`src/design/cdcs_pkg.sv`:
```
package cdcs_pkg;

	// ********************************************************************
	// Register offsets
	// ********************************************************************
	localparam logic [3:0] ADDR_CHARGE  = 4'h0;
	localparam logic [3:0] ADDR_DISCH   = 4'h1;
	localparam logic [3:0] ADDR_SEQ     = 4'h2;
	localparam logic [3:0] ADDR_CONV    = 4'h3;
	localparam logic [3:0] ADDR_CONVTM  = 4'h4;
	localparam logic [3:0] ADDR_CMD     = 4'h5;
	localparam logic [3:0] ADDR_STATUS  = 4'h6;
	localparam logic [3:0] ADDR_COUNT   = 4'h7;

	// ********************************************************************
	// Field positions
	// ********************************************************************
	localparam int POS_FULL      = 16;
	localparam int POS_PORTEN    = 0;
	localparam int POS_REFINT    = 8;
	localparam int POS_DIFF      = 9;
	localparam int POS_FLOAT     = 10;
	localparam int POS_COMPINT   = 11;
	localparam int POS_COMPEXT   = 12;
	localparam int POS_BALANCE   = 13;
	localparam int POS_FASTOSC   = 14;
	localparam int POS_AVRG      = 0;
	localparam int POS_FAKE      = 16;
	localparam int POS_TRIG      = 20;
	localparam int POS_PINSEL    = 24;

	// ********************************************************************
	// Codes and reset values
	// ********************************************************************
	localparam logic [9:0]  PHASE_SKIP     = 10'h3FF;
	localparam logic [9:0]  RST_PHASE      = 10'h000;
	localparam logic [5:0]  RST_PORTEN     = 6'h00;
	localparam logic [12:0] RST_AVRG       = 13'h0000;
	localparam logic [3:0]  RST_FAKE       = 4'h0;
	localparam logic [2:0]  RST_TRIG       = 3'h6;
	localparam logic [23:0] RST_CONVTM     = 24'h000000;
	localparam logic [2:0]  TRIG_CONT      = 3'h0;
	localparam logic [2:0]  TRIG_READ      = 3'h1;
	localparam logic [2:0]  TRIG_TIMER     = 3'h2;
	localparam logic [2:0]  TRIG_STRETCH   = 3'h3;
	localparam logic [2:0]  TRIG_PIN       = 3'h5;
	localparam logic [2:0]  TRIG_CMD       = 3'h6;
	localparam logic [2:0]  TRIG_CONTEXP   = 3'h7;
	localparam int          PORT_COUNT     = 6;
	localparam int          PIN_COUNT      = 4;

	typedef struct packed {
		logic [9:0]  preCharge;
		logic [9:0]  fullCharge;
		logic [9:0]  discharge;
		logic        fastOscillator;
	} cdcs_timing_t;

	typedef struct packed {
		logic [5:0]  portEnable;
		logic        refInternal;
		logic        differential;
		logic        floating;
		logic        compInternal;
		logic        parasiticCompEnable;
		logic        dcFreePortDrive;
	} cdcs_seq_t;

	// Port drive codes toward the analog front end.
	typedef struct packed {
		logic [6:0]  charge;
		logic [6:0]  highZ;
		logic [6:0]  sense;
	} cdcs_drive_t;

	typedef enum logic [2:0] {
		PH_IDLE, PH_PRE, PH_FULL, PH_DIS, PH_NEXT, PH_WAIT
	} cdcs_phase_t;

endpackage

```
`src/design/cdcs_phase_timer.sv`:
```
`timescale 1ns/1ns
`default_nettype none

// Down counter for one phase; load gives the cycle count, done stands while it is zero.
module cdcs_phase_timer
	import cdcs_pkg::*;
(
	// Clock and reset
	input  wire logic        ref_clk,
	input  wire logic        reset,
	// Control
	input  wire logic        tick,
	input  wire logic        load,
	input  wire logic [11:0] loadCount,
	// Status
	output logic             done
);
	logic [11:0] count_r;
	logic [11:0] count_nxt;

	assign count_nxt = load ? loadCount :
		((tick && count_r != 12'h000) ? count_r - 12'h001 : count_r);
	assign done = count_r == 12'h000;

	always_ff @(posedge ref_clk) begin
		if (reset) begin
			count_r <= 12'h000;
		end else begin
			count_r <= count_nxt;
		end
	end
endmodule

`default_nettype wire

```
`src/design/cdcs_sequencer.sv`:
```
`timescale 1ns/1ns
`default_nettype none

// What this block does
// - Full-charge code 1023 skips; else code+1 slow, code+2 fast cycles.
// - Discharge lasts code+1 slow or code+0 fast cycles, codes 0 to 1023.
// - Six port enable bits; the reference slot is always measured, then only enabled ports.
// - Reference bit picks external port 0/1 or internal port 6; internal not differential.
// - Sensor-type bit picks single-ended or differential port pairing.
// - Connection bit picks grounded or floating drive pattern.
// - Internal compensation bit widens the charge drive to the whole pair when set, unless floating high impedance masks it.
// - Parasitic compensation acts only with floating sensors, where high impedance or single-ended pairing leaves the charge drive unwidened.
// - Differential floating: balance bit puts one or both ports high impedance.
// - Conversion starts with 0 to 15 discarded dummy cycles.
// - Averaging sample size 0 to 8191, zero meaning a single sample.
// - Trigger source: continuous, read, timer, stretched, pin, command; 4 undefined.
// - Pin trigger selects one general-purpose input pin.
// - Timer period is twice the conversion time in slow-clock periods.
// - A conversion never ends before its dummy and averaged cycles are done.
// - Pre-charge 1023 skips; else code+1, or code+2 when fast and full skipped.
module cdcs_sequencer
	import cdcs_pkg::*;
(
	// Clock and reset
	input  wire logic                 ref_clk,
	input  wire logic                 reset,
	// Register port
	input  wire logic [3:0]           regAddr,
	input  wire logic [31:0]          regWrData,
	input  wire logic                 regWrite,
	input  wire logic                 regRead,
	output logic [31:0]               regRdData,
	// Oscillator cycle ticks
	input  wire logic                 slowOscillatorTick,
	input  wire logic                 fastOscillatorTick,
	// Triggers
	input  wire logic [PIN_COUNT-1:0] gpioIn,
	input  wire logic                 resultRead,
	// Analog front end
	output cdcs_drive_t               portDrive,
	output logic                      sampleValid,
	output logic                      endOfConversion
);
	// ********************************************************************
	// Registers
	// ********************************************************************
	cdcs_timing_t tim_r;
	cdcs_seq_t    seq_r;
	logic [12:0]  avrg_r;
	logic [3:0]   fake_r;
	logic [2:0]   trig_r;
	logic [1:0]   pinSel_r;
	logic [23:0]  convTime_r;
	logic         cmdStart_r;
	logic         readStart_r;
	logic [31:0]  rdData_r;
	logic [15:0]  convCount_r;

	wire wrCharge = regWrite && regAddr == ADDR_CHARGE;
	wire wrDisch  = regWrite && regAddr == ADDR_DISCH;
	wire wrSeq    = regWrite && regAddr == ADDR_SEQ;
	wire wrConv   = regWrite && regAddr == ADDR_CONV;
	wire wrConvTm = regWrite && regAddr == ADDR_CONVTM;
	wire wrCmd    = regWrite && regAddr == ADDR_CMD;

	always_ff @(posedge ref_clk) begin
		if (reset) begin
			tim_r      <= '{RST_PHASE, RST_PHASE, RST_PHASE, 1'b0};
			seq_r      <= '{RST_PORTEN, 1'b0, 1'b0, 1'b0, 1'b0, 1'b0, 1'b0};
			avrg_r     <= RST_AVRG;
			fake_r     <= RST_FAKE;
			trig_r     <= RST_TRIG;
			pinSel_r   <= 2'h0;
			convTime_r <= RST_CONVTM;
		end else begin
			if (wrCharge) begin
				tim_r.preCharge  <= regWrData[9:0];
				tim_r.fullCharge <= regWrData[POS_FULL+:10];
			end
			if (wrDisch) begin
				tim_r.discharge <= regWrData[9:0];
			end
			if (wrSeq) begin
				seq_r.portEnable          <= regWrData[POS_PORTEN+:6];
				seq_r.refInternal         <= regWrData[POS_REFINT];
				seq_r.differential        <= regWrData[POS_DIFF];
				seq_r.floating            <= regWrData[POS_FLOAT];
				seq_r.compInternal        <= regWrData[POS_COMPINT];
				seq_r.parasiticCompEnable <= regWrData[POS_COMPEXT];
				seq_r.dcFreePortDrive     <= regWrData[POS_BALANCE];
				tim_r.fastOscillator      <= regWrData[POS_FASTOSC];
			end
			if (wrConv) begin
				avrg_r   <= regWrData[POS_AVRG+:13];
				fake_r   <= regWrData[POS_FAKE+:4];
				trig_r   <= regWrData[POS_TRIG+:3];
				pinSel_r <= regWrData[POS_PINSEL+:2];
			end
			if (wrConvTm) begin
				convTime_r <= regWrData[23:0];
			end
		end
	end

	// ********************************************************************
	// Trigger selection
	// ********************************************************************
	cdcs_phase_t state_r;
	logic [1:0]  pinHist_r;
	logic [24:0] timer_r;
	logic        timerHit;
	logic        pendingTimer_r;
	wire         idle      = state_r == PH_IDLE;
	wire [24:0]  timerLoad = {convTime_r, 1'b0};
	wire         pinLevel  = gpioIn[pinSel_r];
	wire         pinRise   = pinHist_r == 2'b01;
	wire         isTimer   = trig_r == TRIG_TIMER || trig_r == TRIG_STRETCH;

	assign timerHit = isTimer && slowOscillatorTick && timer_r <= 25'h0000001;

	// Stretched mode holds a missed tick until the sequencer is free.
	logic startReq;
	always_comb begin
		case (trig_r)
			TRIG_CONT, TRIG_CONTEXP: startReq = 1'b1;
			TRIG_READ:               startReq = readStart_r;
			TRIG_TIMER:              startReq = timerHit;
			TRIG_STRETCH:            startReq = timerHit || pendingTimer_r;
			TRIG_PIN:                startReq = pinRise;
			TRIG_CMD:                startReq = cmdStart_r;
			default:                 startReq = 1'b0;
		endcase
	end

	always_ff @(posedge ref_clk) begin
		if (reset) begin
			pinHist_r      <= 2'b00;
			timer_r        <= 25'h0000000;
			pendingTimer_r <= 1'b0;
			cmdStart_r     <= 1'b0;
			readStart_r    <= 1'b0;
		end else begin
			pinHist_r <= {pinHist_r[0], pinLevel};
			if (!isTimer || timerHit) begin
				timer_r <= timerLoad;
			end else if (slowOscillatorTick) begin
				timer_r <= timer_r - 25'h0000001;
			end
			pendingTimer_r <= trig_r == TRIG_STRETCH && !idle && (timerHit || pendingTimer_r);
			cmdStart_r  <= (wrCmd && regWrData[0]) || (cmdStart_r && !idle);
			readStart_r <= resultRead || (readStart_r && !idle);
		end
	end

	// ********************************************************************
	// Port sequence
	// ********************************************************************
	// Slot list: ref, then enabled ports.
	logic [2:0]  slot_r;
	logic [3:0]  fakeLeft_r;
	logic [12:0] avrgLeft_r;
	wire         tick = tim_r.fastOscillator ? fastOscillatorTick : slowOscillatorTick;
	wire         useInt = seq_r.refInternal && !seq_r.differential;
	wire [2:0]   portStep = seq_r.differential ? 3'h2 : 3'h1;
	wire         compOk = seq_r.compInternal;
	wire         parOk  = seq_r.parasiticCompEnable && seq_r.floating;

	// Next enabled port after the current slot, or 7 if none remain.
	logic [2:0] nextPort;
	always_comb begin
		nextPort = 3'h7;
		for (int i = PORT_COUNT - 1; i >= 0; i--) begin
			if (seq_r.portEnable[i] && 3'(i) > slot_r && (3'(i) % portStep) == 3'h0) begin
				nextPort = 3'(i);
			end
		end
	end

	// ********************************************************************
	// Phase lengths
	// ********************************************************************
	wire skipPre  = tim_r.preCharge == PHASE_SKIP;
	wire skipFull = tim_r.fullCharge == PHASE_SKIP;
	wire [11:0] preLen = {2'b00, tim_r.preCharge} +
		((tim_r.fastOscillator && skipFull) ? 12'h002 : 12'h001);
	wire [11:0] fullLen = {2'b00, tim_r.fullCharge} +
		(tim_r.fastOscillator ? 12'h002 : 12'h001);
	wire [11:0] disLen = {2'b00, tim_r.discharge} +
		(tim_r.fastOscillator ? 12'h000 : 12'h001);

	logic        ldTimer;
	logic [11:0] ldCount;
	logic        phaseDone;

	cdcs_phase_timer uPhase (
		.ref_clk   (ref_clk),
		.reset     (reset),
		.tick      (tick),
		.load      (ldTimer),
		.loadCount (ldCount),
		.done      (phaseDone)
	);

	// ********************************************************************
	// Sequencer
	// ********************************************************************
	cdcs_phase_t state_nxt;
	logic        slotEnd;
	logic        lastSlot;
	logic        eocPulse_r;
	logic        valid_r;

	assign lastSlot = nextPort == 3'h7;
	always_comb begin
		state_nxt = state_r;
		ldTimer   = 1'b0;
		ldCount   = 12'h000;
		slotEnd   = 1'b0;
		case (state_r)
			PH_IDLE: begin
				if (startReq) begin
					state_nxt = PH_PRE;
				end
			end
			PH_PRE: begin
				ldTimer   = 1'b1;
				ldCount   = skipPre ? 12'h000 : preLen;
				state_nxt = PH_FULL;
			end
			PH_FULL: begin
				if (phaseDone) begin
					ldTimer   = 1'b1;
					ldCount   = skipFull ? 12'h000 : fullLen;
					state_nxt = PH_DIS;
				end
			end
			PH_DIS: begin
				if (phaseDone) begin
					ldTimer   = 1'b1;
					ldCount   = disLen;
					state_nxt = PH_WAIT;
				end
			end
			PH_WAIT: begin
				if (phaseDone) begin
					state_nxt = PH_NEXT;
				end
			end
			PH_NEXT: begin
				slotEnd   = 1'b1;
				state_nxt = PH_PRE;
				if (lastSlot && fakeLeft_r == 4'h0 && avrgLeft_r <= 13'h0001) begin
					state_nxt = PH_IDLE;
				end
			end
			default: state_nxt = PH_IDLE;
		endcase
	end

	wire seqEnd = slotEnd && lastSlot;

	always_ff @(posedge ref_clk) begin
		if (reset) begin
			state_r     <= PH_IDLE;
			slot_r      <= 3'h0;
			fakeLeft_r  <= 4'h0;
			avrgLeft_r  <= 13'h0000;
			eocPulse_r  <= 1'b0;
			valid_r     <= 1'b0;
			convCount_r <= 16'h0000;
		end else begin
			state_r    <= state_nxt;
			eocPulse_r <= slotEnd && state_nxt == PH_IDLE;
			valid_r    <= seqEnd && fakeLeft_r == 4'h0;
			if (idle && startReq) begin
				slot_r     <= 3'h0;
				fakeLeft_r <= fake_r;
				avrgLeft_r <= avrg_r;
			end else if (slotEnd) begin
				slot_r <= lastSlot ? 3'h0 : nextPort;
				if (seqEnd && fakeLeft_r != 4'h0) begin
					fakeLeft_r <= fakeLeft_r - 4'h1;
				end else if (seqEnd && avrgLeft_r != 13'h0000) begin
					avrgLeft_r <= avrgLeft_r - 13'h0001;
				end
			end
			if (eocPulse_r) begin
				convCount_r <= convCount_r + 16'h0001;
			end
		end
	end

	assign endOfConversion = eocPulse_r;
	assign sampleValid     = valid_r;

	// ********************************************************************
	// Port drive pattern
	// ********************************************************************
	wire        charging = state_r == PH_FULL || state_r == PH_DIS;
	wire [6:0]  refMask  = useInt ? 7'h40 : (seq_r.floating ? 7'h03 : 7'h01);
	wire [6:0]  curMask  = (slot_r == 3'h0) ? refMask : 7'(7'h01 << slot_r);
	// Both ports of a differential pair are sensed at once, so they see one sample.
	wire [6:0]  pairMask = seq_r.differential ? (curMask | (curMask << 1)) : curMask;
	wire        diffFlt  = seq_r.differential && seq_r.floating;
	wire [6:0]  hzMask   = diffFlt ?
		(seq_r.dcFreePortDrive ? pairMask : (curMask << 1)) : 7'h00;
	wire [6:0]  compMask = (compOk || parOk) ? pairMask : curMask;

	always_ff @(posedge ref_clk) begin
		if (reset) begin
			portDrive <= '{7'h00, 7'h00, 7'h00};
		end else begin
			portDrive.charge <= charging ? (compMask & ~hzMask) : 7'h00;
			portDrive.highZ  <= idle ? 7'h00 : hzMask;
			portDrive.sense  <= idle ? 7'h00 : pairMask;
		end
	end

	// ********************************************************************
	// Read data
	// ********************************************************************
	wire [31:0] rdMux =
		(regAddr == ADDR_CHARGE) ? {6'h00, tim_r.fullCharge, 6'h00, tim_r.preCharge} :
		(regAddr == ADDR_DISCH)  ? {22'h000000, tim_r.discharge} :
		(regAddr == ADDR_SEQ)    ? {17'h00000, tim_r.fastOscillator, seq_r.dcFreePortDrive,
			seq_r.parasiticCompEnable, seq_r.compInternal, seq_r.floating,
			seq_r.differential, seq_r.refInternal, 2'h0, seq_r.portEnable} :
		(regAddr == ADDR_CONV)   ? {6'h00, pinSel_r, 1'b0, trig_r, fake_r, 3'h0, avrg_r} :
		(regAddr == ADDR_CONVTM) ? {8'h00, convTime_r} :
		(regAddr == ADDR_STATUS) ? {25'h0000000, avrgLeft_r == 13'h0000, fakeLeft_r != 4'h0,
			slot_r, idle, 1'b0} :
		(regAddr == ADDR_COUNT)  ? {16'h0000, convCount_r} : 32'h00000000;

	always_ff @(posedge ref_clk) begin
		if (reset) begin
			rdData_r <= 32'h00000000;
		end else begin
			rdData_r <= regRead ? rdMux : 32'h00000000;
		end
	end
	assign regRdData = rdData_r;

	// ********************************************************************
	// Checks
	// ********************************************************************
	eoc_one_cycle_a: assert property (@(posedge ref_clk) disable iff (reset)
		endOfConversion |=> !endOfConversion) else $error("end of conversion too long");
	eoc_goes_idle_a: assert property (@(posedge ref_clk) disable iff (reset)
		endOfConversion |-> state_r == PH_IDLE) else $error("end without idle");
	int_ref_diff_a: assert property (@(posedge ref_clk) disable iff (reset)
		seq_r.differential |=> !portDrive.sense[6]) else $error("internal ref with differential");
	pre_length_a: assert property (@(posedge ref_clk) disable iff (reset)
		(state_r == PH_PRE && !skipPre && tim_r.fastOscillator && skipFull)
		|=> uPhase.count_r == 12'({2'b00, $past(tim_r.preCharge)} + 12'h002))
		else $error("pre-charge length wrong");
	full_skip_a: assert property (@(posedge ref_clk) disable iff (reset)
		(state_r == PH_FULL && phaseDone && skipFull) |=> phaseDone)
		else $error("skipped full-charge not skipped");
	dis_length_a: assert property (@(posedge ref_clk) disable iff (reset)
		(state_r == PH_DIS && phaseDone && !tim_r.fastOscillator)
		|=> uPhase.count_r == 12'({2'b00, $past(tim_r.discharge)} + 12'h001))
		else $error("discharge length wrong");
	trig_undef_a: assert property (@(posedge ref_clk) disable iff (reset)
		(idle && trig_r == 3'h4) |=> idle) else $error("undefined trigger started");
	dummy_no_valid_a: assert property (@(posedge ref_clk) disable iff (reset)
		(seqEnd && fakeLeft_r != 4'h0) |=> !sampleValid) else $error("dummy result kept");
	timer_load_a: assert property (@(posedge ref_clk) disable iff (reset)
		(timerHit && trig_r == TRIG_TIMER) |=> timer_r == $past(timerLoad))
		else $error("timer period wrong");
endmodule

`default_nettype wire

```
`config.mk`:
```
export PLATFORM = sky130hd
export DESIGN_NAME = cdcs_sequencer
export DESIGN_NICKNAME = d
export VERILOG_FILES = /design/src/design/cdcs_pkg.sv /design/src/design/cdcs_phase_timer.sv /design/src/design/cdcs_sequencer.sv
export SDC_FILE = /design/constraint.sdc
export NUM_CORES = 1
export LEC_CHECK = 0
export BUFFER_PORTS_ARGS = -buffer_cell sky130_fd_sc_hd__buf_2
export CAP_MARGIN = 10
export CORE_MARGIN = 2
export CORE_UTILIZATION = 45
export CTS_BUF_LIST = sky130_fd_sc_hd__clkbuf_4
export DETAILED_ROUTE_END_ITERATION = 12
export PLACE_DENSITY = 0.75
export SETUP_SLACK_MARGIN = 0.1
export SYNTH_ARGS = -nofsm -noshare
export SYNTH_HDL_FRONTEND = slang
export SYNTH_SLANG_ARGS = --single-unit
```
`constraint.sdc`:
```
create_clock -name ref_clk -period 2 [get_ports ref_clk]
set_input_delay 0.4 -clock ref_clk [delete_from_list [all_inputs] [get_ports ref_clk]]
set_output_delay 0.4 -clock ref_clk [all_outputs]
set_load 0.01 [all_outputs]
```
==> results.toml <==
[layout]
final_nets = 1771
area_growth_pct = 38.1
fill_cells = 1998
drive_above_1_share_pct = 30.4
multiInputGateArea_um2 = 6610
final_area_um2 = 15000
area.sequential_um2 = 4420

[yosys]
synthDistinctLibCells = 67
yosysSeqAreaShare_pct = 40.5
synth_edf_count = 0
netlist_area_um2 = 10800
synthFlopType = "dfxtp_1"
syn_inst = 1402
ys_ff_latch = 219
ys_async_sr_fraction_pct = 0
synth_area_per_cell_um2 = 7.73
yosys_warnings = 0

[global_route]
track_usage_pct = 30.3
grt-ovfl-total = 0
grt_pass1_vias = 11600
grt_max_degree = 70
grt_pass1_wl_mm = 62.0
antenna_found_initial = 3

[critical_path]
critPathMaxFanout = 2
crit_chain = "or3_4 -> or3_4 -> or3_4 -> o41ai_2 -> buf_4 -> nand3_4 -> nor4_4"
slowest_delay_ns = 0.38
end_kind = "flip-flop"
worstPathArrival_ns = 2.71
worst_path_max_delay_cell = "or3_4"
crit_required_ns = 2.59
critPathKind = "flip-flop to flip-flop"
startpoint_type = "flip-flop"
critPathMostFrequentCell = "or3_4"

[place]
portBuffers = 89
dpl_cell_area_um2 = 12800
gp_congestion = 0.979
post-dp-hpwl_mm = 27.4

[outcome]
violations = "setup timing"
status = "finished with violations"

[sta]
hold_slack_ns = 0.0379
fin_skew_ns = 0.0521
finalCriticalPeriod_ns = 2.12
slew_viol_final = 0
rsz0062_at_grt = "true"
worst_pin_slew_ns = 0.570
setup_viol = 21
fmax_mhz = 471
fin_crit_sh_pct = 106
finalHoldViolCount = 0
worst_slack_ns = -0.125
maxSlewHeadroom_pct = 61.7

[power]
pwr-share-clk_pct = 39.5
p_seq_share_pct = 41.1
p_int_mw = 8.02
power.density_nw_per_um2 = 755
finalPower_mw = 11.3
combPwrFrac_pct = 19.4
switching_share_pct = 29.0
p_sw_mw = 3.27
leakagePower_nw = 5.98
ir_worst_vdd_mv = 0.535

[floorplanning]
rows = 56
die_w_um = 159
die_area_um2 = 25300
core_area_um2 = 23500
io-pin-count = 102
start_util_pct = 46.0
die_h_um = 159

[clocking]
clkTransAtPathRegs_ns = 0.08
clock_sinks = 219
clkLatencyLatePin_ns = 0.72
clk_path_buf_depth = 3
cts_made_buffers = 60
cts_tree = "built"
cts_max_level = 2
cts-root-buf = "clkbuf_4"

[drt]
totalWireLength_mm = 40.6
dr.pass1.iters = 8
drc_errors = 0
via_per_inst = 5.90
first_iter_violations = 1239
vias = 12200
avgRoutedWirePerCell_um = 19.6
postRouteAntennaNets = 0

[run]
drv_cap = 0

[min_path]
hold_path.class = "input pin to flip-flop"
## power groups by stage
stage	clock network (mW)	registers (mW)	logic [mW]
2_1_floorplan	0	4.70	1.11
3_3_place_gp	0	4.71	1.73
3_5_place_dp	0	4.72	1.76
4_1_cts	4.52	4.63	1.93
5_1_grt	4.75	4.66	2.36
6_report	4.46	4.64	2.19
## state kept, by name, summed over array words and instances, names as in the netlist, 12 cells and up
| register | count |
|---|---|
| regRdData | 26 |
| timer_r | 25 |
| tim_r | 31 |
| convCount_r | 16 |
| avrg_r | 13 |
| avrgLeft_r | 13 |
| convTime_r | 24 |
| portDrive | 21 |
| uPhase.count_r | 12 |
## cell usage after synthesis, drive strengths merged, types with 3 or more instances
master,number,area [um^2]
xor2,25,219
nand4,24,165
a21oi,168,841
nand4b,4,35.0
a32oi,6,52.6
a21o,6,45.0
a221oi,3,26.3
o21ai,37,185
nor4,19,138
nand2,270,1010
o21a,4,30.0
mux2i,14,140
nor2b,12,82.6
xnor2,30,263
o211ai,10,75.1
nor3b,9,67.6
a22oi,17,128
o41ai,5,43.8
a2bb2oi,3,26.3
a31oi,30,188
nand2b,12,75.1
nand3,69,345
o31ai,3,22.5
clkbuf,68,255
nor4b,3,26.3
nor3,44,220
a32o,5,50.1
or4,8,60.1
nor2,116,435
dfxtp,219,4380
inv,29,109
or3,13,81.3
and3,12,75.1
and2,8,50.1
a222oi,7,70.1
o311ai,4,35.0
a22o,4,35.0
or2,4,25.0
mux4,3,67.6
buf,24,126
and4,6,52.6
a211oi,8,60.1
ha,15,188
## kinds of logic after synthesis
| kind of cell | count (synthesis) | synth area share (%) |
|---|---|---|
| fa+ha+maj | 17 | 2.10 |
| buf+inv | 122 | 4.56 |
| other cells | 1 | 0.0346 |
| mux | 18 | 2.02 |
| compound gates | 334 | 18.9 |
| xor+xnor | 55 | 4.45 |
| flops | 219 | 40.5 |
| simple gates | 636 | 27.4 |
## stage by stage
| step | setup TNS [ns] | cells | setup slack (ns) | utilization [%] |
|---|---|---|---|---|
| 2_1_floorplan | -0.0836 | 1407 | -0.0418 | - |
| 3_3_place_gp | -1.05 | 1904 | -0.189 | 54.5 |
| 3_5_place_dp | -2.46 | 1904 | -0.209 | 54.5 |
| 4_1_cts | -0.486 | 2063 | -0.102 | 61.9 |
| 5_1_grt | -4.18 | 2074 | -0.196 | 63.5 |
| 6_report | -0.901 | 2075 | -0.125 | 63.6 |
## layer usage
metal / vias to the layer above / global-route usage, % / routed length [um]
met5: - / 0 / 16
met4: 2 / 13.9 / 1980
met3: 161 / 5.73 / 4070
met2: 768 / 49.4 / 18600
met1: 5706 / 38.9 / 16000
li1: 5606 / - / -
## layout by cell type (no fill, tap or decap), types with 34 or more instances in the layout
cell type / Yosys / layout
nand2_1: 270 / 259
dfxtp_1: 219 / 199
buf_4: 7 / 183
a21oi_1: 168 / 162
nor2_1: 116 / 111
buf_2: 8 / 88
clkbuf_4: 0 / 79
nand3_1: 69 / 60
nor3_1: 44 / 34
## path summary, 6_finish.rpt
| check | end | slack [ns] | cells after the start | start |
|---|---|---|---|---|
| worst max-delay path | endOfConversion | -0.12 | 7 | avrgLeft_r[10] |
| worst max register to register | endOfConversion | -0.12 | 7 | avrgLeft_r[10] |
| worst min-delay path | tim_r[22] | 0.04 | 3 | regWrData[1] |
| worst min register to register | pinHist_r[1] | 0.47 | 1 | pinHist_r[0] |
## timing repair
item / 4_1_cts / 5_1_grt
pin swaps: 25 / 48
setup endpoints to repair: 54 / 65
setup buffers: 24 / 11
hold endpoints to repair: 42 / 0
resized for setup: 94 / 79
gates cloned: 5 / 1
hold buffers: 21 / 0
## critical path: cells and delay by family (launching register included)
kind / cells / cell delay [ns]
DFF: 1 / 0.32
buffers and inverters: 1 / 0.17
AOI/OAI and AO/OA: 1 / 0.20
and+or+nand+nor: 5 / 1.35
## layout make-up
type / instances / share of cell area [%]
Tap cell: 319 / 2.67
Inverter: 30 / 0.769
Clock inverter: 30 / 1.68
Timing Repair Buffer: 330 / 17.2
Antenna cell: 2 / 0.0335
Multi-Input combinational cell: 1066 / 44.1
Sequential cell: 219 / 29.5
Clock buffer: 79 / 3.96
No activity file was read; power rests on OpenSTA's default activity.
